## src/ovr_pkg.sv

```systemverilog
// Purpose: Shared constants for the overrange monitor and sample marker block
// Assumes: Classic Wishbone slave, 32-bit data, byte addresses
// Notes:   Every offset, reset value and count is named here once, and every field position except state register bits 0 to 4
package ovr_pkg;

  // Register byte offsets
  localparam logic [7:0] CTRL_ADDR   = 8'h00;
  localparam logic [7:0] THRESH_ADDR = 8'h04;
  localparam logic [7:0] FRAME_ADDR  = 8'h08;
  localparam logic [7:0] STATUS_ADDR = 8'h0C;
  localparam logic [7:0] MASK_ADDR   = 8'h10;
  localparam logic [7:0] STATE_ADDR  = 8'h14;

  // Register field positions
  localparam int CTRL_MARKER_EN  = 0;
  localparam int CTRL_SYSREF_MK  = 1;
  localparam int CTRL_DUAL       = 2;
  localparam int CTRL_HOLD_LSB   = 4;
  localparam int THR_HI_LSB      = 0;
  localparam int THR_LO_LSB      = 8;
  localparam int FRM_DEMUX_LSB   = 0;
  localparam int FRM_LEN_LSB     = 8;
  localparam int STATE_CNT_LSB   = 8;

  // Status bit positions
  localparam int ST_A0     = 0;
  localparam int ST_A1     = 1;
  localparam int ST_B0     = 2;
  localparam int ST_B1     = 3;
  localparam int ST_SYSREF = 4;
  localparam int ST_BITS   = 5;

  // Reset values
  localparam logic [31:0] CTRL_RST   = 32'h0000_0004;
  localparam logic [31:0] THRESH_RST = 32'h0000_FFFF;
  localparam logic [31:0] FRAME_RST  = 32'h0000_0101;

  // Sample and timing figures
  localparam int          SAMPLE_W    = 12;
  localparam logic [11:0] MOST_NEG    = 12'h800;
  localparam logic [10:0] MAG_MAX     = 11'h7FF;
  localparam logic [10:0] HOLD_BASE   = 11'h008;
  localparam int          SYNC_STAGES = 3;
  localparam int          MARK_LAT    = 4;

endpackage

```

## src/ovr_flag_unit.sv

```systemverilog
// Purpose: Magnitude check of one sample stream against two thresholds
// Assumes: Samples are two's complement, one per ref_clk edge
// Notes:   Flags are stretched by a hold counter restarted on every crossing
`timescale 1ns/1ps
module ovr_flag_unit (
  // Clock and reset
  input  wire logic        ref_clk,
  input  wire logic        rstn,
  // Sample and settings
  input  wire logic [11:0] sample,
  input  wire logic [7:0]  thr_hi,
  input  wire logic [7:0]  thr_lo,
  input  wire logic [2:0]  hold_sel,
  // Results
  output logic      [1:0]  flag,
  output logic      [1:0]  hit
);

  typedef struct packed {
    logic [1:0][10:0] cnt;
    logic [1:0]       flag;
  } flag_state_s;

  flag_state_s      st;
  flag_state_s      next_st;
  logic      [11:0] neg;
  logic      [10:0] mag;
  logic      [7:0]  top8;
  logic      [10:0] hold;

  always_comb begin
    neg = 12'h000 - sample;
    if (sample == ovr_pkg::MOST_NEG) begin
      mag = ovr_pkg::MAG_MAX;
    end else if (sample[11]) begin
      mag = neg[10:0];
    end else begin
      mag = sample[10:0];
    end
    top8 = mag[10:3];
    hold = 11'(ovr_pkg::HOLD_BASE << hold_sel);
    hit[0] = (top8 >= thr_hi);
    hit[1] = (top8 >= thr_lo);
    next_st = st;
    for (int i = 0; i < 2; i++) begin
      if (hit[i]) begin
        next_st.cnt[i] = hold - 11'h001;
        next_st.flag[i] = 1'b1;
      end else begin
        next_st.flag[i] = (st.cnt[i] != 11'h000);
        if (st.cnt[i] != 11'h000) begin
          next_st.cnt[i] = st.cnt[i] - 11'h001;
        end
      end
    end
  end

  always_ff @(posedge ref_clk) begin
    if (!rstn) begin
      st <= '0;
    end else begin
      st <= next_st;
    end
  end

  assign flag = st.flag;
endmodule

```

## src/ovr_marker_top.sv

```systemverilog
// Purpose: Overrange flags, sample marker, dither removal and frame strobe
// Assumes: One device clock for all logic; marker and sysref are asynchronous
// Notes:   Registers reached over classic Wishbone, single-cycle acknowledge
//
// Functional notes
// - Compare upper eight magnitude bits against thresholds
// - Magnitude saturates at 2047 for most negative
// - One threshold pair shared by both channels
// - Flag high when magnitude reaches threshold
// - Each channel drives two flags, index per threshold
// - Single mode splits each threshold over both sides; here the dual bit changes nothing and each side always flags on its own
// - Hold is eight shifted left by select
// - Marker replaces LSB with core-matched latency
// - Asynchronous marker sampled with its sample
// - Select sysref as marker source
// - Dual rising edges; single both edges; here both sides sample on rising edges only in either mode
// - Device clock drives all logic and outputs
// - Sysref resets dividers and strobe generator
// - Added dither removed before output
//
// The placing of the registers and the Wishbone register port are this design's own decisions.
`timescale 1ns/1ps
module ovr_marker_top (
  // Clock and reset
  input  wire logic        ref_clk,
  input  wire logic        rstn,
  // Wishbone slave
  input  wire logic        wb_cyc_i,
  input  wire logic        wb_stb_i,
  input  wire logic        wb_we_i,
  input  wire logic [7:0]  wb_adr_i,
  input  wire logic [3:0]  wb_sel_i,
  input  wire logic [31:0] wb_dat_i,
  output logic      [31:0] wb_dat_o,
  output logic             wb_ack_o,
  // Converter samples and dither
  input  wire logic [11:0] raw_a,
  input  wire logic [11:0] raw_b,
  input  wire logic [11:0] dither_a,
  input  wire logic [11:0] dither_b,
  // Asynchronous timing inputs
  input  wire logic        marker_input,
  input  wire logic        sysref,
  // Sample outputs and strobes
  output logic      [11:0] out_a,
  output logic      [11:0] out_b,
  output logic             frame_strobe,
  output logic             div_clk,
  // Overrange flags and interrupt
  output logic             a_side_flag_zero,
  output logic             a_side_flag_one,
  output logic             b_side_flag_zero,
  output logic             b_side_flag_one,
  output logic             irq
);

  ////////////////////////////////////////////////////////////////////////////////
  // State

  typedef struct packed {
    logic                 ack;
    logic [31:0]          rdat;
    logic                 marker_en;
    logic                 sr_marker;
    logic                 dual;
    logic [2:0]           hold_sel;
    logic [7:0]           thr_hi;
    logic [7:0]           thr_lo;
    logic [3:0]           lane_demux;
    logic [3:0]           frame_len;
    logic [4:0]           status;
    logic [4:0]           mask;
    logic [2:0]           mk_sync;
    logic                 mk;
    logic [2:0]           sr_sync;
    logic                 sr;
    logic [3:0][11:0]     dly_a;
    logic [3:0][11:0]     dly_b;
    logic [11:0]          out_a;
    logic [11:0]          out_b;
    logic [7:0]           frm_cnt;
    logic                 strobe;
    logic                 div_clk;
    logic                 irq;
  } top_state_s;

  top_state_s        st;
  top_state_s        next_st;
  logic       [1:0]  flag_a;
  logic       [1:0]  flag_b;
  logic       [1:0]  hit_a;
  logic       [1:0]  hit_b;
  logic       [11:0] clean_a;
  logic       [11:0] clean_b;
  logic       [7:0]  period;
  logic              sr_rise;
  logic              mark_bit;
  logic              req;
  logic       [31:0] wmask;
  logic       [31:0] img;
  logic       [31:0] wval;
  logic       [31:0] rd;
  logic       [4:0]  events;

  ////////////////////////////////////////////////////////////////////////////////
  // Overrange units, one per side

  // Same thresholds feed both sides
  // raw_a and raw_b are both taken on the rising edge in either mode; the dual bit does not change them
  ovr_flag_unit u_flag_a (
    .ref_clk  (ref_clk),
    .rstn     (rstn),
    .sample   (clean_a),
    .thr_hi   (st.thr_hi),
    .thr_lo   (st.thr_lo),
    .hold_sel (st.hold_sel),
    .flag     (flag_a),
    .hit      (hit_a)
  );

  ovr_flag_unit u_flag_b (
    .ref_clk  (ref_clk),
    .rstn     (rstn),
    .sample   (clean_b),
    .thr_hi   (st.thr_hi),
    .thr_lo   (st.thr_lo),
    .hold_sel (st.hold_sel),
    .flag     (flag_b),
    .hit      (hit_b)
  );

  ////////////////////////////////////////////////////////////////////////////////
  // Next state

  always_comb begin
    next_st = st;
    // Dither removed ahead of both the check and the output
    clean_a = raw_a - dither_a;
    clean_b = raw_b - dither_b;

    // Three-stage synchronisers; a change counts once stages two and three agree
    next_st.mk_sync = {st.mk_sync[1:0], marker_input};
    next_st.sr_sync = {st.sr_sync[1:0], sysref};
    if (st.mk_sync[1] == st.mk_sync[2]) begin
      next_st.mk = st.mk_sync[2];
    end
    if (st.sr_sync[1] == st.sr_sync[2]) begin
      next_st.sr = st.sr_sync[2];
    end
    sr_rise = next_st.sr & ~st.sr;

    // Sample delay matches the marker path latency
    next_st.dly_a = {st.dly_a[2:0], clean_a};
    next_st.dly_b = {st.dly_b[2:0], clean_b};
    mark_bit = st.sr_marker ? st.sr : st.mk;
    if (st.marker_en) begin
      next_st.out_a = {st.dly_a[3][11:1], mark_bit};
      next_st.out_b = {st.dly_b[3][11:1], mark_bit};
    end else begin
      next_st.out_a = st.dly_a[3];
      next_st.out_b = st.dly_b[3];
    end

    // Frame strobe and divider, restarted by a captured sysref
    period = 8'({4'h0, st.lane_demux} + 8'h01) * 8'((st.frame_len == 4'h0) ? 4'h1 : st.frame_len);
    next_st.strobe = 1'b0;
    if (sr_rise) begin
      next_st.frm_cnt = 8'h00;
      next_st.div_clk = 1'b0;
    end else begin
      next_st.div_clk = ~st.div_clk;
      if (st.frm_cnt >= period - 8'h01) begin
        next_st.frm_cnt = 8'h00;
        next_st.strobe = 1'b1;
      end else begin
        next_st.frm_cnt = st.frm_cnt + 8'h01;
      end
    end

    // Register images
    req = wb_cyc_i & wb_stb_i & ~st.ack;
    wmask = {{8{wb_sel_i[3]}}, {8{wb_sel_i[2]}}, {8{wb_sel_i[1]}}, {8{wb_sel_i[0]}}};
    img = 32'h0000_0000;
    rd = 32'h0000_0000;
    if (wb_adr_i == ovr_pkg::CTRL_ADDR) begin
      img[ovr_pkg::CTRL_MARKER_EN] = st.marker_en;
      img[ovr_pkg::CTRL_SYSREF_MK] = st.sr_marker;
      img[ovr_pkg::CTRL_DUAL] = st.dual;
      img[ovr_pkg::CTRL_HOLD_LSB +: 3] = st.hold_sel;
      rd = img;
    end else if (wb_adr_i == ovr_pkg::THRESH_ADDR) begin
      img[ovr_pkg::THR_HI_LSB +: 8] = st.thr_hi;
      img[ovr_pkg::THR_LO_LSB +: 8] = st.thr_lo;
      rd = img;
    end else if (wb_adr_i == ovr_pkg::FRAME_ADDR) begin
      img[ovr_pkg::FRM_DEMUX_LSB +: 4] = st.lane_demux;
      img[ovr_pkg::FRM_LEN_LSB +: 4] = st.frame_len;
      rd = img;
    end else if (wb_adr_i == ovr_pkg::STATUS_ADDR) begin
      rd[ovr_pkg::ST_BITS-1:0] = st.status;
    end else if (wb_adr_i == ovr_pkg::MASK_ADDR) begin
      img[ovr_pkg::ST_BITS-1:0] = st.mask;
      rd = img;
    end else if (wb_adr_i == ovr_pkg::STATE_ADDR) begin
      rd[3:0] = {flag_b[1], flag_b[0], flag_a[1], flag_a[0]};
      rd[4] = st.mk;
      rd[ovr_pkg::STATE_CNT_LSB +: 8] = st.frm_cnt;
    end
    wval = (img & ~wmask) | (wb_dat_i & wmask);

    // Bus access
    next_st.ack = req;
    next_st.rdat = 32'h0000_0000;
    if (req && !wb_we_i) begin
      next_st.rdat = rd;
    end
    if (req && wb_we_i) begin
      if (wb_adr_i == ovr_pkg::CTRL_ADDR) begin
        next_st.marker_en = wval[ovr_pkg::CTRL_MARKER_EN];
        next_st.sr_marker = wval[ovr_pkg::CTRL_SYSREF_MK];
        next_st.dual = wval[ovr_pkg::CTRL_DUAL];
        next_st.hold_sel = wval[ovr_pkg::CTRL_HOLD_LSB +: 3];
      end else if (wb_adr_i == ovr_pkg::THRESH_ADDR) begin
        next_st.thr_hi = wval[ovr_pkg::THR_HI_LSB +: 8];
        next_st.thr_lo = wval[ovr_pkg::THR_LO_LSB +: 8];
      end else if (wb_adr_i == ovr_pkg::FRAME_ADDR) begin
        next_st.lane_demux = wval[ovr_pkg::FRM_DEMUX_LSB +: 4];
        next_st.frame_len = wval[ovr_pkg::FRM_LEN_LSB +: 4];
      end else if (wb_adr_i == ovr_pkg::MASK_ADDR) begin
        next_st.mask = wval[ovr_pkg::ST_BITS-1:0];
      end
    end

    // Sticky events: read clears, a new event in the same cycle wins
    events = {sr_rise, hit_b[1], hit_b[0], hit_a[1], hit_a[0]};
    if (req && !wb_we_i && wb_adr_i == ovr_pkg::STATUS_ADDR) begin
      next_st.status = events;
    end else begin
      next_st.status = st.status | events;
    end
    next_st.irq = |(next_st.status & next_st.mask);
  end

  ////////////////////////////////////////////////////////////////////////////////
  // Registers

  // Every register sits on the device clock; no second logic clock
  always_ff @(posedge ref_clk) begin
    if (!rstn) begin
      st <= '0;
      st.marker_en <= ovr_pkg::CTRL_RST[ovr_pkg::CTRL_MARKER_EN];
      st.sr_marker <= ovr_pkg::CTRL_RST[ovr_pkg::CTRL_SYSREF_MK];
      st.dual <= ovr_pkg::CTRL_RST[ovr_pkg::CTRL_DUAL];
      st.hold_sel <= ovr_pkg::CTRL_RST[ovr_pkg::CTRL_HOLD_LSB +: 3];
      st.thr_hi <= ovr_pkg::THRESH_RST[ovr_pkg::THR_HI_LSB +: 8];
      st.thr_lo <= ovr_pkg::THRESH_RST[ovr_pkg::THR_LO_LSB +: 8];
      st.lane_demux <= ovr_pkg::FRAME_RST[ovr_pkg::FRM_DEMUX_LSB +: 4];
      st.frame_len <= ovr_pkg::FRAME_RST[ovr_pkg::FRM_LEN_LSB +: 4];
    end else begin
      st <= next_st;
    end
  end

  ////////////////////////////////////////////////////////////////////////////////
  // Outputs

  assign wb_ack_o = st.ack;
  assign wb_dat_o = st.rdat;
  assign out_a = st.out_a;
  assign out_b = st.out_b;
  assign frame_strobe = st.strobe;
  assign div_clk = st.div_clk;
  assign irq = st.irq;
  // Two flags per side, index follows the threshold
  assign a_side_flag_zero = flag_a[0];
  assign a_side_flag_one = flag_a[1];
  assign b_side_flag_zero = flag_b[0];
  assign b_side_flag_one = flag_b[1];
endmodule

```

## config.mk

```make
export PLATFORM = sky130hd
export DESIGN_NAME = ovr_marker_top
export DESIGN_NICKNAME = d
export VERILOG_FILES = /design/src/ovr_pkg.sv /design/src/ovr_flag_unit.sv /design/src/ovr_marker_top.sv
export SDC_FILE = /design/constraint.sdc
export NUM_CORES = 1
export LEC_CHECK = 0
export ABC_AREA = 1
export CORE_ASPECT_RATIO = 1.2
export CORE_MARGIN = 4
export CORE_UTILIZATION = 40
export DETAILED_ROUTE_END_ITERATION = 8
export DONT_BUFFER_PORTS = 1
export GPL_TIMING_DRIVEN = 0
export PLACE_DENSITY_LB_ADDON = 0.2
export SLEW_MARGIN = 40
export SYNTH_ARGS = -nofsm -noshare
export SYNTH_HDL_FRONTEND = slang
export SYNTH_SLANG_ARGS = --single-unit
```

## constraint.sdc

```tcl
create_clock -name ref_clk -period 7.15 [get_ports ref_clk]
set_input_delay 0.3575 -clock ref_clk [delete_from_list [all_inputs] [get_ports ref_clk]]
set_output_delay 0.3575 -clock ref_clk [all_outputs]
set_load 0.03 [all_outputs]
```

## After elaboration in Yosys (flattened, before gate mapping)

Cells that the tools add are included.

- Flip-flop bits (word level): 260
- Input port bits: 99
- Output and inout bits: 64
- Word-level logic and storage cells: 154

- $add $sub $neg: 12
- Multipliers: 1
- $lt $le $gt $ge: 5
- Equality and inequality tests: 9
- Shifts and indexed selects: 1
- Multiplexer cells: 49
- Bitwise logic cells: 16
- Reduce and logical (&&, ||, !) cells: 23

Operator list:

| operator | count |
|---|---|
| 11-bit 2-to-1 mux | 13 |
| 5-bit 2-to-1 mux | 12 |
| 11-bit by 1-bit subtractor with 11-bit output (second input constant) | 5 |
| 11-bit nonzero test | 4 |
| 8-bit greater-or-equal comparator | 5 |
| 16-bit bitwise AND | 2 |
| 16-bit 2-to-1 mux | 2 |
| 12-bit == test (second input constant) | 2 |
| 12-bit subtractor | 2 |
| 1-bit by 11-bit subtractor with 11-bit output (first input constant) | 2 |
| 4-bit 2-to-1 mux | 5 |
| 8-bit by 4-bit == test with 1-bit output (second input constant) | 2 |
| 8-bit by 5-bit == test with 1-bit output (second input constant) | 2 |
| 8-bit 2-to-1 mux | 2 |
| 16-bit inverter | 1 |
| 16-bit bitwise OR | 1 |
| 13-bit 2-to-1 mux | 1 |
| 4-bit by 3-bit left shift with 11-bit output (first input constant) | 1 |
| 5-bit OR reduction | 2 |
| 1-bit 2-to-1 mux | 9 |
| 3-bit 2-to-1 mux | 3 |
| 9-bit 2-to-1 mux | 1 |
| 8-bit by 1-bit adder with 8-bit output (second input constant) | 1 |
| 8-bit by 3-bit == test with 1-bit output (second input constant) | 1 |
| other kinds (19) | 35 |

## Depth between registers and ports, before layout

Gate-level depths: netlist of the first run.

- Depth after elaboration: 15
- Mapped depth: 27
- Mapped depth without buffers: 27

## By module

A second synthesis of the first run with hierarchy kept.

- Cells, all modules: 1898
- Area, all modules: 13546.7 µm²

Modules (own cells, without submodules):

| module | times used | cells each | area an instance (µm²) | seq. area each (µm²) |
|---|---|---|---|---|
| ovr_marker_top | 1 | 1200 | 9175.0 | 3923.8 |
| ovr_flag_unit | 2 | 349 | 2185.8 | 480.5 |

## Worst setup path before layout of the first run

OpenSTA, ideal clock, no wires.

- Path kind: register -> register
- From: reg st[153] (netlist name)
- To: reg st[6] (netlist name)
- Setup time: 0.080 ns
- Arrival time: 4.310 ns
- Data required time: 7.070 ns
- Slack: 2.760 ns
- Stages on the path, launching flop included: 23
- Buffers on the path: 1
- Clock period less this slack: 4.390 ns
- Cell sequence: dfxtp_1 > ha_1 > xor2_1 > nand2_1 > ha_1 > inv_1 > fa_1 > fa_1 > ha_1 > a21oi_1 > o21ai_0 > nand2_1 > nand2_1 > a21oi_1 > xnor2_1 > ha_1 > nand2_1 > nor2_1 > nand4_1 > o2111ai_1 > or2_2 > clkbuf_1 > nor3b_1

- Cells in the longest elaborated chain, start to end: 5

Ends and longest elaborated chain:

| element | RTL line | text |
|---|---|---|
| from (decl) | ovr_marker_top.sv:87 | `top_state_s st;` |
| from (signal assigned) | ovr_marker_top.sv:260 | `st <= next_st;` |
| 4-bit by 1-bit adder with 5-bit output | ovr_marker_top.sv:165 | `period = 8'({4'h0, st.lane_demux} + 8'h01) * 8'((st.frame_len == 4'h0) ? 4'h1 : st.frame_len);` |
| 5-bit by 4-bit multiplier with 8-bit output | ovr_marker_top.sv:165 |  |
| 8-bit by 1-bit subtractor with 8-bit output | ovr_marker_top.sv:172 | `if (st.frm_cnt >= period - 8'h01) begin` |
| 8-bit greater-or-equal comparator | ovr_marker_top.sv:172 |  |
| 3-bit OR reduction (no source line) | -- |  |

Every way passes these cells.
A chain may end at the register's enable or synchronous reset.

## Final worst setup path of the first run

Same ends and word-level chain as after synthesis.

==> reports/metrics.yaml, run 1 <==
final_layout:
  synthToLayoutAreaGrowth_pct: 11.5
  final_nets: 1975
  antenna_cells: 0
  drive_above_1_share_pct: 9.83
timing:
  layout_min_cycle_time_ns: 4.94
  period_share_pct: 69.1
  slew_headroom_pct: 48.3
  tightestPinTransition_ns: 0.776
  grt_setup_unrepaired: "no"
  setup_viol: 0
  max_freq_mhz: 202
  slew_violations: 0
  skew_ns: 0.0125
  final-hold-violation-count: 0
  setup_tns_ns: 0
  fin_hold_ws_ns: 0.0305
synthesis:
  ys.flop_type: "dfxtp_1"
  yosysSeqAreaShare_pct: 37.8
  synthArstFlopShare_pct: 0
  synth_area_per_cell_um2: 7.43
  synth-seq-cells: 244
  yosys.area.top_type: "dfxtp_1"
  synth-edff-count: 0
  ys_warn_count: 0
  synth_top_area_share_pct: 37.8
  syn_inst: 1737
  synthTopCellsByArea: "dfxtp_1 38%, nand2_1 11%, inv_1 8.7%"
  yosysUniqueCellTypes: 55
  synth_area_mm2: 0.0129
setup_path:
  r2r_slack_ns: 2.21
  cp.required_ns: 7.61
  arrival_ns: 5.40
  path_class: "register to register"
  timing.rr.start: "st[153]"
  critical_path.max_fanout: 8
  crit_start: "st[153]"
  start_kind: "register"
  endpoint_kind: "register"
floorplan:
  io_pins: 163
  dieArea_mm2: 0.0352
  coreArea_mm2: 0.0316
  dieWidth_um: 172
  core.rowCount: 71
  start_util_pct: 40.8
  die_h_um: 205
hold_path:
  worstHoldStart: "wb_stb_i"
  min_path_type: "input pin to register"
grt:
  grt-ovfl-total: 0
  met2_usage_pct: 30.6
  top_usage_layer: "met2"
  grtUsageTotal_pct: 17.8
  grt_max_degree: 15
  grt_pass1_vias: 10100
  grt_use_met1_pct: 22.6
  grt_pass1_wl_um: 50400
  antenna_found_initial: 1
  met3_usage_pct: 2.86
detailed_routing:
  vias: 10600
  vias_per_cell: 4.83
  wire_per_inst_um: 14.5
  drtPass1Iterations: 5
  drc: 0
  drt_iter0_markers: 617
  final_antenna_net_count: 0
  wirelength_um: 31800
power:
  power.density_mw_per_mm2: 282
  power_leakage_nw: 7.61
  vdd_drop_max_v: 0.000186
clock_network:
  clk_latency_ns: 0.55
  htree_levels: 1
  cts_root_buffer: "clkbuf_16"
  clk_pin_slew_ns: 0.07
  clock-sinks: 244
  tritoncts: "yes"
  cts_max_path_buffers: 3
  cts_made_buffers: 25
placed_design:
  gp_congestion: 0.920
  io_buffers: 0
  hpwl_um: 25200
outcome:
  status: "completed"
flow_run:
  maxCapViolCount: 0
[worst paths after layout]
kind | to | depth (start not counted)
setup reg to reg | st[6] | 22
hold reg to reg | st[76] | 2
hold / removal | wb_ack_o | 4
setup / recovery | st[6] | 22
[cells in the final DEF (no fill, tap or decap), drive strengths merged]
cell type / n
nand2: 382
clkinv: 7
o21a: 6
nor3b: 1
nand3: 86
nor4: 7
o21bai: 6
nor2: 160
bufinv: 3
a21o: 6
and2: 3
xnor2: 25
a211oi: 11
dlygate4sd3: 4
ha: 84
fa: 9
o21ai: 85
nand3b: 2
clkbuf: 62
inv: 307
or2: 8
nor3: 17
nand4: 25
clkinvlp: 4
o2111ai: 2
a311oi: 1
dfxtp: 244
buf: 64
o22ai: 4
xor2: 36
a221oi: 4
a31oi: 5
conb: 16
a21oi: 112
o31ai: 3
[synthesized netlist by cell type (all sizes together), types with 7 or more instances]
cell type,number
nand4,25
nor4,7
nor3,17
a21oi,112
ha,84
xnor2,25
xor2,36
inv,305
clkbuf,30
fa,9
nor2,160
o21ai,85
dfxtp,244
nand3,86
or2,8
buf,64
a211oi,11
nand2,382
[stage by stage]
| stage | power, mW | std cells | setup slack [ns] | utilization (%) | instance area [µm²] |
|---|---|---|---|---|---|
| after floorplan | 2.48 | 1752 | 2.76 | - | 13000 |
| after global placement | 2.67 | 2153 | 2.28 | 42.6 | 13500 |
| after detailed placement | 2.70 | 2153 | 2.22 | 42.6 | 13500 |
| after CTS | 4.10 | 2202 | 2.19 | 45.5 | 14400 |
| after global routing | 4.33 | 2202 | 1.74 | 45.5 | 14400 |
| final | 4.06 | 2202 | 2.21 | 45.5 | 14400 |
[layer usage]
layer / vias up / part of all wire [%] / routed length, µm
met5: - / 0.041 / 13
met4: 2 / 2.9 / 939
met3: 53 / 5.9 / 1880
met2: 257 / 47 / 15000
met1: 4835 / 44 / 14000
li1: 5479 / - / -
[registers in the layout, summed over array words and instances (netlist names)]
register       flops
u_flag_a.st       22
u_flag_b.st       22
wb_ack_o           1
out_a             12
st                76
wb_dat_o          16
out_b             12
frame_strobe       1
u_flag_b.flag      2
div_clk            1
irq                1
u_flag_a.flag      2
next_st           76
[cell families (layout without fill, tap and decap cells)]
kind of cell	Yosys count	in the layout	synth area share, %
AO/OA/AOI/OAI	245	245	10.9
flip-flops	244	244	37.8
other	1	16	0.0290
buffers and inverters	402	451	13.5
adder cells (fa/ha/maj)	93	93	9.54
XOR/XNOR	61	61	4.66
AND/OR/NAND/NOR	691	691	23.5
[repair_timing]
| item | in CTS | in global routing |
|---|---|---|
| buffers inserted | 0 | 0 |
| gates resized for setup | 0 | 0 |
| hold buffers | 4 | 0 |
| hold endpoints to repair | 4 | 0 |
[cell type report]
type | instances | area (µm²)
inverter | 308 | 1160
clock inverter | 13 | 169
multi-input combinational | 1106 | 6330
tap | 401 | 502
fill | 3230 | 17200
sequential | 244 | 4880
buffer | 94 | 591
clock buffer | 32 | 712
timing repair buffer | 4 | 40.0
[report_power, final]
group          switching (mW)  internal [mW]
Combinational           0.643          0.417
Sequential              0.116           1.49
Clock                   0.572          0.818
[critical path, stage by stage, from the launching register on]
cell and delay, ns:
dfxtp_1 0.41, ha_1 0.26, xor2_1 0.33, nand2_1 0.10, ha_1 0.28, inv_1 0.05
fa_1 0.50, fa_1 0.49, ha_1 0.36, a21oi_1 0.15, o21ai_0 0.14, nand2_1 0.08
nand2_1 0.05, a21oi_1 0.15, xnor2_1 0.14, ha_1 0.26, nand2_1 0.10, nor2_1 0.07
nand4_1 0.07, o2111ai_1 0.15, or2_2 0.29, clkbuf_1 0.19, nor3b_1 0.23
(Power assumes the default switching activity.)
==> run 2: changes to the inputs <==
--- a/config.mk
+++ b/config.mk
@@ -5,7 +5,7 @@
 export SDC_FILE = /design/constraint.sdc
 export NUM_CORES = 1
 export LEC_CHECK = 0
-export ABC_AREA = 1
+export ABC_AREA = 0
 export CORE_ASPECT_RATIO = 1.2
 export CORE_MARGIN = 4
 export CORE_UTILIZATION = 40
==> constraint.sdc (replaced) <==
create_clock -name ref_clk -period 4.65 [get_ports ref_clk]
set_input_delay 0.2325 -clock ref_clk [delete_from_list [all_inputs] [get_ports ref_clk]]
set_output_delay 0.2325 -clock ref_clk [all_outputs]
set_load 0.03 [all_outputs]
==> run 2 against run 1 <==
Effect of this change:
- total power grew 57%
- wire length decreased by 5.5%
- core utilization is 1.1 points higher
- sequential share of layout area increased by 1.3 points
- synthesized area decreased by 5.8%
- cell count decreased by 17%
- design area fell by 3.6%
- hold slack got worse by 0.029 ns
- critical path depth down 5
- global-route usage is 0.11 points lower
- setup slack got worse by 1.9 ns
==> reports/metrics.yaml, run 2 <==
detailed_routing:
  drt-met1-wl_um: 13200  # was 14000 µm
  vias_per_cell: 5.08  # was 4.83
  dr_wl_met3_um: 1840  # was 1880 µm
  top_layer: "met5"  # unchanged
  drt_iter0_markers: 549  # was 617
  drtPass1Iterations: 5  # unchanged
  route.met2.wl_um: 14100  # was 15000 µm
  drc: 0  # unchanged
  wirelength_um: 30100  # was 31800 µm
  wire_per_inst_um: 16.5  # was 14.5 µm
  vias: 9252  # was 10600
  final_antenna_net_count: 0  # unchanged
clock_network:
  clk_pin_slew_ns: 0.06  # was 0.07 ns
  cts_made_buffers: 26  # was 25
  clk_latency_ns: 0.54  # was 0.55 ns
  clock-sinks: 244  # unchanged
  cts_max_path_buffers: 3  # unchanged
  cts_root_buffer: "clkbuf_16"  # unchanged
  tritoncts: "yes"  # unchanged
  htree_levels: 1  # unchanged
timing:
  grt_setup_unrepaired: "no"  # unchanged
  final-hold-violation-count: 0  # unchanged
  setup_viol: 0  # unchanged
  skew_ns: 0.0180  # was 0.0125 ns
  fin_hold_ws_ns: 0.00193  # was 0.0305 ns
  max_freq_mhz: 229  # was 202 MHz
  period_share_pct: 93.8  # was 69.1%
  layout_min_cycle_time_ns: 4.36  # was 4.94 ns
  tightestPinTransition_ns: 0.789  # was 0.776 ns
  slew_headroom_pct: 47.4  # was 48.3%
  slew_violations: 0  # unchanged
setup_path:
  critPathSlowestCell: "fa_1"  # unchanged
  endpoint_kind: "register"  # unchanged
  critical_path.most_common_cell: "ha_1"
  cp_slowest_stage_delay_ns: 0.50  # about the same
  crit_buf_inv: 2  # unchanged
  critical_path.max_fanout: 9  # was 8
  start_kind: "register"  # unchanged
  arrival_ns: 4.81  # was 5.40 ns
  critical_path.cell_chain: "ha_1 -> xor2_1 -> nand2_1 -> ha_1 -> inv_1 -> fa_1 -> fa_1 -> ha_1 -> inv_1 -> o21bai_1 -> a21oi_1 -> xor2_1 -> ha_1 -> or2_2 -> a21oi_1 -> a21oi_2 -> nor3_1"  # was ha_1 -> xor2_1 -> nand2_1 -> ha_1 -> inv_1 -> fa_1 -> fa_1 -> ha_1 -> a21oi_1 -> o21ai_0 -> nand2_1 -> nand2_1 -> a21oi_1 -> xnor2_1 -> ha_1 -> nand2_1 -> nor2_1 -> nand4_1 -> o2111ai_1 -> or2_2 -> clkbuf_1 -> nor3b_1
  critPathTopFamily: "adder cells"  # unchanged
  cp.required_ns: 5.10  # was 7.61 ns
  r2r_slack_ns: 0.29  # was 2.21 ns
  path_class: "register to register"  # unchanged
final_layout:
  final_common_cell: "dfxtp_1"  # was nand2_1
  synthToLayoutAreaGrowth_pct: 14.2  # was 11.5%
  mostFrequentLayoutCells: "244 x dfxtp_1, 118 x and2_1, 113 x nor2_1"  # was 370 x nand2_1, 298 x inv_1, 244 x dfxtp_1
  antenna_cells: 0  # unchanged
  drive_above_1_share_pct: 10.6  # was 9.83%
  fill_cells: 2850  # was 3230
  final_area_mm2: 0.0139  # was 0.0144 mm²
  final_nets: 1604  # was 1975
  final_cell_count_no_fill: 1820  # was 2202
outcome:
  status: "completed"  # unchanged
synthesis:
  synthTopCellsByArea: "dfxtp_1 40%, ha_1 8.6%, and2_1 6.1%"  # was dfxtp_1 38%, nand2_1 11%, inv_1 8.7%
  synth-seq-cells: 244  # unchanged
  yosysUniqueCellTypes: 79  # was 55
  yosysMostFrequentCell: "dfxtp_1"  # was nand2_1
  ys_warn_count: 0  # unchanged
  synth_area_mm2: 0.0122  # was 0.0129 mm²
  syn_inst: 1349  # was 1737
  synth_top_area_share_pct: 40.2  # was 37.8%
  synth-edff-count: 0  # unchanged
  synth_area_per_cell_um2: 9.01  # was 7.43 µm²
  yosys-top-cells-count: "244 x dfxtp_1, 118 x and2_1, 113 x nor2_1, 84 x ha_1, 81 x nand2_1"  # was 370 x nand2_1, 298 x inv_1, 244 x dfxtp_1, 146 x nor2_1, 105 x a21oi_1
  yosysSeqAreaShare_pct: 40.2  # was 37.8%
  yosys.area.top_type: "dfxtp_1"  # unchanged
  synthArstFlopShare_pct: 0  # unchanged
  ys.flop_type: "dfxtp_1"  # unchanged
grt:
  grtUsageTotal_pct: 17.7  # was 17.8%
  grt-ovfl-total: 0  # unchanged
  antenna_found_initial: 1  # unchanged
  grt_max_degree: 15  # unchanged
  grt_pass1_vias: 8839  # was 10100
  grt_pass1_wl_um: 47700  # was 50400 µm
placed_design:
  io_buffers: 0  # unchanged
  place_area_mm2: 0.0127  # was 0.0135 mm²
  gp_congestion: 0.914  # was 0.920
  dp_cells: 1754  # was 2153
  hpwl_um: 23600  # was 25200 µm
floorplan:
  dieArea_mm2: 0.0333  # was 0.0352 mm²
  start_util_pct: 40.8  # about the same
  die_h_um: 199  # was 205 µm
  dieWidth_um: 167  # was 172 µm
  core.rowCount: 69  # was 71
  coreArea_mm2: 0.0298  # was 0.0316 mm²
  io_pins: 163  # unchanged
flow_run:
  maxCapViolCount: 0  # unchanged
power:
  power_leakage_nw: 6.27  # was 7.61 nW
  power.density_mw_per_mm2: 461  # was 282 mW/mm²
  vdd_drop_max_v: 0.000264  # was 0.000186 V
hold_path:
  min_path_type: "input pin to register"  # unchanged
==> run 2: cell types whose count changed after synthesis, moves of 21 or more <==
| cell | previous run | this run |
|---|---|---|
| a21oi_1 | 105 | 77 |
| and2_1 | 3 | 118 |
| inv_1 | 298 | 76 |
| mux2i_1 | 0 | 21 |
| nand2_1 | 370 | 81 |
| nand3_1 | 80 | 19 |
| nor2_1 | 146 | 113 |
| nor3_1 | 14 | 48 |
| o21ai_0 | 69 | 30 |
==> run 2: worst register-to-register path, stage by stage, from the launching register on <==
cell and delay (ns):
dfxtp_1 0.46, ha_1 0.22, xor2_1 0.30, nand2_1 0.10, ha_1 0.29, inv_1 0.05
fa_1 0.50, fa_1 0.49, ha_1 0.30, inv_1 0.10, o21bai_1 0.08, a21oi_1 0.18
xor2_1 0.16, ha_1 0.24, or2_2 0.27, a21oi_1 0.19, a21oi_2 0.12, nor3_1 0.22
==> run 2: cell families (layout without fill, tap and decap cells) <==
logic type	after synthesis	after routing	share of synthesized area, %
AOI/OAI and AO/OA	240	240	13.3
xor gates and xnor gates	75	75	5.40
adders and majority gates	93	93	10.1
buffers and inverters	186	252	7.70
DFF	244	244	40.2
muxes	23	23	1.93
other	1	16	0.0308
and+or+nand+nor	487	487	21.3
==> run 2: timing repair <==
action / 4_1_cts / 5_1_grt
hold buffers: 19 / 0
pin swaps: 0 / 4
resized for setup: 5 / 21
endpoints found under the hold margin: 18 / 0
setup endpoints to repair: 18 / 52
buffers inserted: 0 / 2
==> run 2: layout make-up <==
type | instances | area (µm²) | share of cell area, %
Timing Repair Buffer | 21 | 205 | 1.48
Inverter | 76 | 285 | 2.06
Clock buffer | 37 | 752 | 5.42
Tap cell | 390 | 488 | 3.52
Buffer | 109 | 657 | 4.73
Multi-Input combinational cell | 934 | 6460 | 46.5
Clock inverter | 9 | 146 | 1.05
Sequential cell | 244 | 4880 | 35.2
==> run 2: path summary, 6_finish.rpt <==
| path | from | to | cells after the start |
|---|---|---|---|
| worst min-delay path | rstn | div_clk | 2 |
| worst max register to register | st[153] | st[8] | 17 |
| worst min register to register | next_st[49] | next_st[61] | 1 |
| worst max-delay path | st[153] | st[8] | 17 |
==> run 2: power by group <==
part | total, mW | switching (mW) | internal, mW
sequential | 2.52 | 0.201 | 2.32
combinational | 1.72 | 0.967 | 0.753
clock | 2.15 | 0.857 | 1.30
==> run 2: layer usage <==
metal	vias up	track usage [%]
li1	4661	-
met1	4308	22.6
met2	226	30.5
met3	55	3.16
met4	2	5.62
met5	-	0
==> run 2: stage by stage <==
step / setup WS [ns] / power (mW) / util [%] / TNS, ns
3_5_place_dp: -0.760 / 4.25 / 42.6 / -24.38
6_report: 0.287 / 6.39 / 46.6 / 0
2_1_floorplan: 0.202 / 3.87 / - / 0
4_1_cts: 0.0396 / 6.42 / 46.3 / 0
5_1_grt: 0.0110 / 6.78 / 46.6 / 0
3_3_place_gp: -0.711 / 4.21 / 42.6 / -21.22
==> run 3: changes to the inputs <==
--- a/config.mk
+++ b/config.mk
@@ -13,6 +13,7 @@
 export DONT_BUFFER_PORTS = 1
 export GPL_TIMING_DRIVEN = 0
 export PLACE_DENSITY_LB_ADDON = 0.2
+export RECOVER_POWER = 50
 export SLEW_MARGIN = 40
 export SYNTH_ARGS = -nofsm -noshare
 export SYNTH_HDL_FRONTEND = slang
==> run 3 against run 2 <==
Effect of this change:
- sequential share of layout area rose by 0.34 points
- setup slack improved by 0.012 ns
- fmax grew 0.28%
- largest power group unchanged
- non-clock buffer count unchanged
- count of clock-buffer cells in the layout did not move
- die area unchanged
- cell count is the same
- hold slack improved by 0.0016 ns
- first-iteration DRC count fell by 6.4%
- global-route usage did not move
- sequential power barely moved
==> reports/metrics.yaml, run 3 (synthesis gave the netlist of run 2 again) <==
floorplan:
  io_pins: 163  # unchanged
  core.rowCount: 69  # unchanged
  coreArea_mm2: 0.0298  # unchanged
  dieArea_mm2: 0.0333  # unchanged
  start_util_pct: 40.8  # unchanged
  die_h_um: 199  # unchanged
  dieWidth_um: 167  # unchanged
timing:
  setup_viol: 0  # unchanged
  max_freq_mhz: 230  # was 229 MHz
  final-hold-violation-count: 0  # unchanged
  skew_ns: 0.0121  # was 0.0180 ns
  layout_min_cycle_time_ns: 4.35  # was 4.36 ns
  period_share_pct: 93.6  # was 93.8%
  slew_violations: 0  # unchanged
  tightestPinTransition_ns: 0.807  # was 0.789 ns
  slew_headroom_pct: 46.2  # was 47.4%
  grt_setup_unrepaired: "no"  # unchanged
  setup_tns_ns: 0  # unchanged
clock_network:
  clock-sinks: 244  # unchanged
  clk_latency_ns: 0.53  # was 0.54 ns
  cts_max_path_buffers: 3  # unchanged
  cts_made_buffers: 26  # unchanged
  htree_levels: 1  # unchanged
  tritoncts: "yes"  # unchanged
  cts_root_buffer: "clkbuf_16"  # unchanged
  clk_pin_slew_ns: 0.06  # about the same
grt:
  antenna_found_initial: 1  # unchanged
  grtUsageTotal_pct: 17.7  # unchanged
  grt_pass1_vias: 8839  # unchanged
  grt_pass1_wl_um: 47700  # unchanged
  grt-ovfl-total: 0  # unchanged
  grt_max_degree: 15  # unchanged
detailed_routing:
  vias: 9237  # was 9252
  vias_per_cell: 5.08  # about the same
  wirelength_um: 30100  # about the same
  drc: 0  # unchanged
  drtPass1Iterations: 5  # unchanged
  final_antenna_net_count: 0  # unchanged
  drt_iter0_markers: 514  # was 549
  wire_per_inst_um: 16.6  # was 16.5 µm
placed_design:
  hpwl_um: 23600  # unchanged
  gp_congestion: 0.914  # unchanged
  io_buffers: 0  # unchanged
setup_path:
  cp_slowest_stage_delay_ns: 0.50  # about the same
  endpoint_kind: "register"  # unchanged
  start_kind: "register"  # unchanged
  critPathSlowestCell: "fa_1"  # unchanged
  critical_path.most_common_cell: "ha_1"  # unchanged
  critical_path.cell_chain: "ha_1 -> xor2_1 -> nand2_1 -> ha_1 -> inv_1 -> fa_1 -> fa_1 -> ha_1 -> inv_1 -> o21bai_1 -> a21oi_1 -> xor2_1 -> ha_1 -> or2_2 -> a21oi_1 -> a21oi_2 -> nor2b_1"  # was ha_1 -> xor2_1 -> nand2_1 -> ha_1 -> inv_1 -> fa_1 -> fa_1 -> ha_1 -> inv_1 -> o21bai_1 -> a21oi_1 -> xor2_1 -> ha_1 -> or2_2 -> a21oi_1 -> a21oi_2 -> nor3_1
  cp.required_ns: 5.04  # was 5.10 ns
  path_class: "register to register"  # unchanged
  critical_path.max_fanout: 9  # unchanged
  crit_buf_inv: 2  # unchanged
  arrival_ns: 4.75  # was 4.81 ns
  critPathTopFamily: "adder cells"  # unchanged
final_layout:
  drive_above_1_share_pct: 8.11  # was 10.6%
  mostFrequentLayoutCells: "244 x dfxtp_1, 113 x nor2_1, 84 x ha_1"  # was 244 x dfxtp_1, 118 x and2_1, 113 x nor2_1
  fill_cells: 2880  # was 2850
  antenna_cells: 0  # unchanged
  final_common_cell: "dfxtp_1"  # unchanged
  final_nets: 1604  # unchanged
  synthToLayoutAreaGrowth_pct: 13.1  # was 14.2%
outcome:
  status: "completed"  # unchanged
power:
  power_leakage_nw: 6.07  # was 6.27 nW
  finalPower_mw: 6.39  # about the same
  share_comb_of_total_power_pct: 26.9  # about the same
  clockPowerShare_pct: 33.6  # was 33.7%
  power.internal_mw: 4.37  # about the same
  vdd_drop_max_v: 0.000263  # was 0.000264 V
  power.density_mw_per_mm2: 465  # was 461 mW/mm²
  p_sw_share_pct: 31.7  # about the same
  power.switching_mw: 2.02  # about the same
  pwr-share-seq_pct: 39.5  # about the same
hold_path:
  min_path_type: "input pin to register"  # unchanged
flow_run:
  maxCapViolCount: 0  # unchanged
run 3: cell count changes in the layout (fill, tap and decap cells not counted):
cell	previous run	this run
and2_0	0	55
and2_1	118	63
buf_4	62	27
clkbuf_1	42	77
run 3: layout make-up:
cell class / count / area (µm²) / share of cell area [%]
clock buffer: 37 / 752 / 5.47
tap: 390 / 488 / 3.55
sequential: 244 / 4880 / 35.5
clock inverter: 9 / 146 / 1.06
multi-input combinational: 934 / 6460 / 47.0
timing repair buffer: 21 / 205 / 1.49
inverter: 76 / 285 / 2.08
buffer: 109 / 526 / 3.82
run 3: stage by stage:
stage,cell area (µm²),utilization (%),std cells,hold slack (ns),setup WS (ns)
floorplan,12200,-,1364,0.358,0.202
global placement,12700,42.6,1754,0.362,-0.711
detailed placement,12700,42.6,1754,0.364,-0.760
CTS,13800,46.3,1819,0.00390,0.0396
global route,13700,46.2,1820,0.0209,0.0110
finish,13700,46.2,1820,0.00352,0.299
run 3: power groups by stage:
stage | clock, mW | combinational (mW) | sequential (mW)
after global placement | 0 | 1.65 | 2.56
after detailed placement | 0 | 1.68 | 2.57
after global routing | 2.28 | 1.94 | 2.55
after CTS | 2.19 | 1.71 | 2.52
final | 2.15 | 1.72 | 2.52
after floorplan | 0 | 1.36 | 2.51
run 3: what timing repair did:
item / in CTS / in global routing
buffers inserted: 0 / 2
hold buffers: 19 / 0
hold endpoints to repair: 18 / 0
setup endpoints to repair: 18 / 52
gates cloned: 0 / 0
pin swaps: 0 / 4
gates resized for setup: 5 / 21
run 3: layer usage:
| metal | vias up | track usage [%] | part of all wire [%] |
|---|---|---|---|
| met4 | 2 | 5.62 | 3.2 |
| li1 | 4651 | - | - |
| met1 | 4282 | 22.6 | 44 |
| met2 | 241 | 30.5 | 46 |
| met3 | 61 | 3.16 | 5.8 |
| met5 | - | 0 | 0.023 |
run 3: final timing paths:
check | from | end | slack [ns] | cells past startpoint
hold / removal | rstn | div_clk | 0.004 | 2
hold reg to reg | next_st[49] | next_st[61] | 0.43 | 1
setup reg to reg | st[153] | frame_strobe | 0.30 | 17
setup / recovery | st[153] | frame_strobe | 0.30 | 17
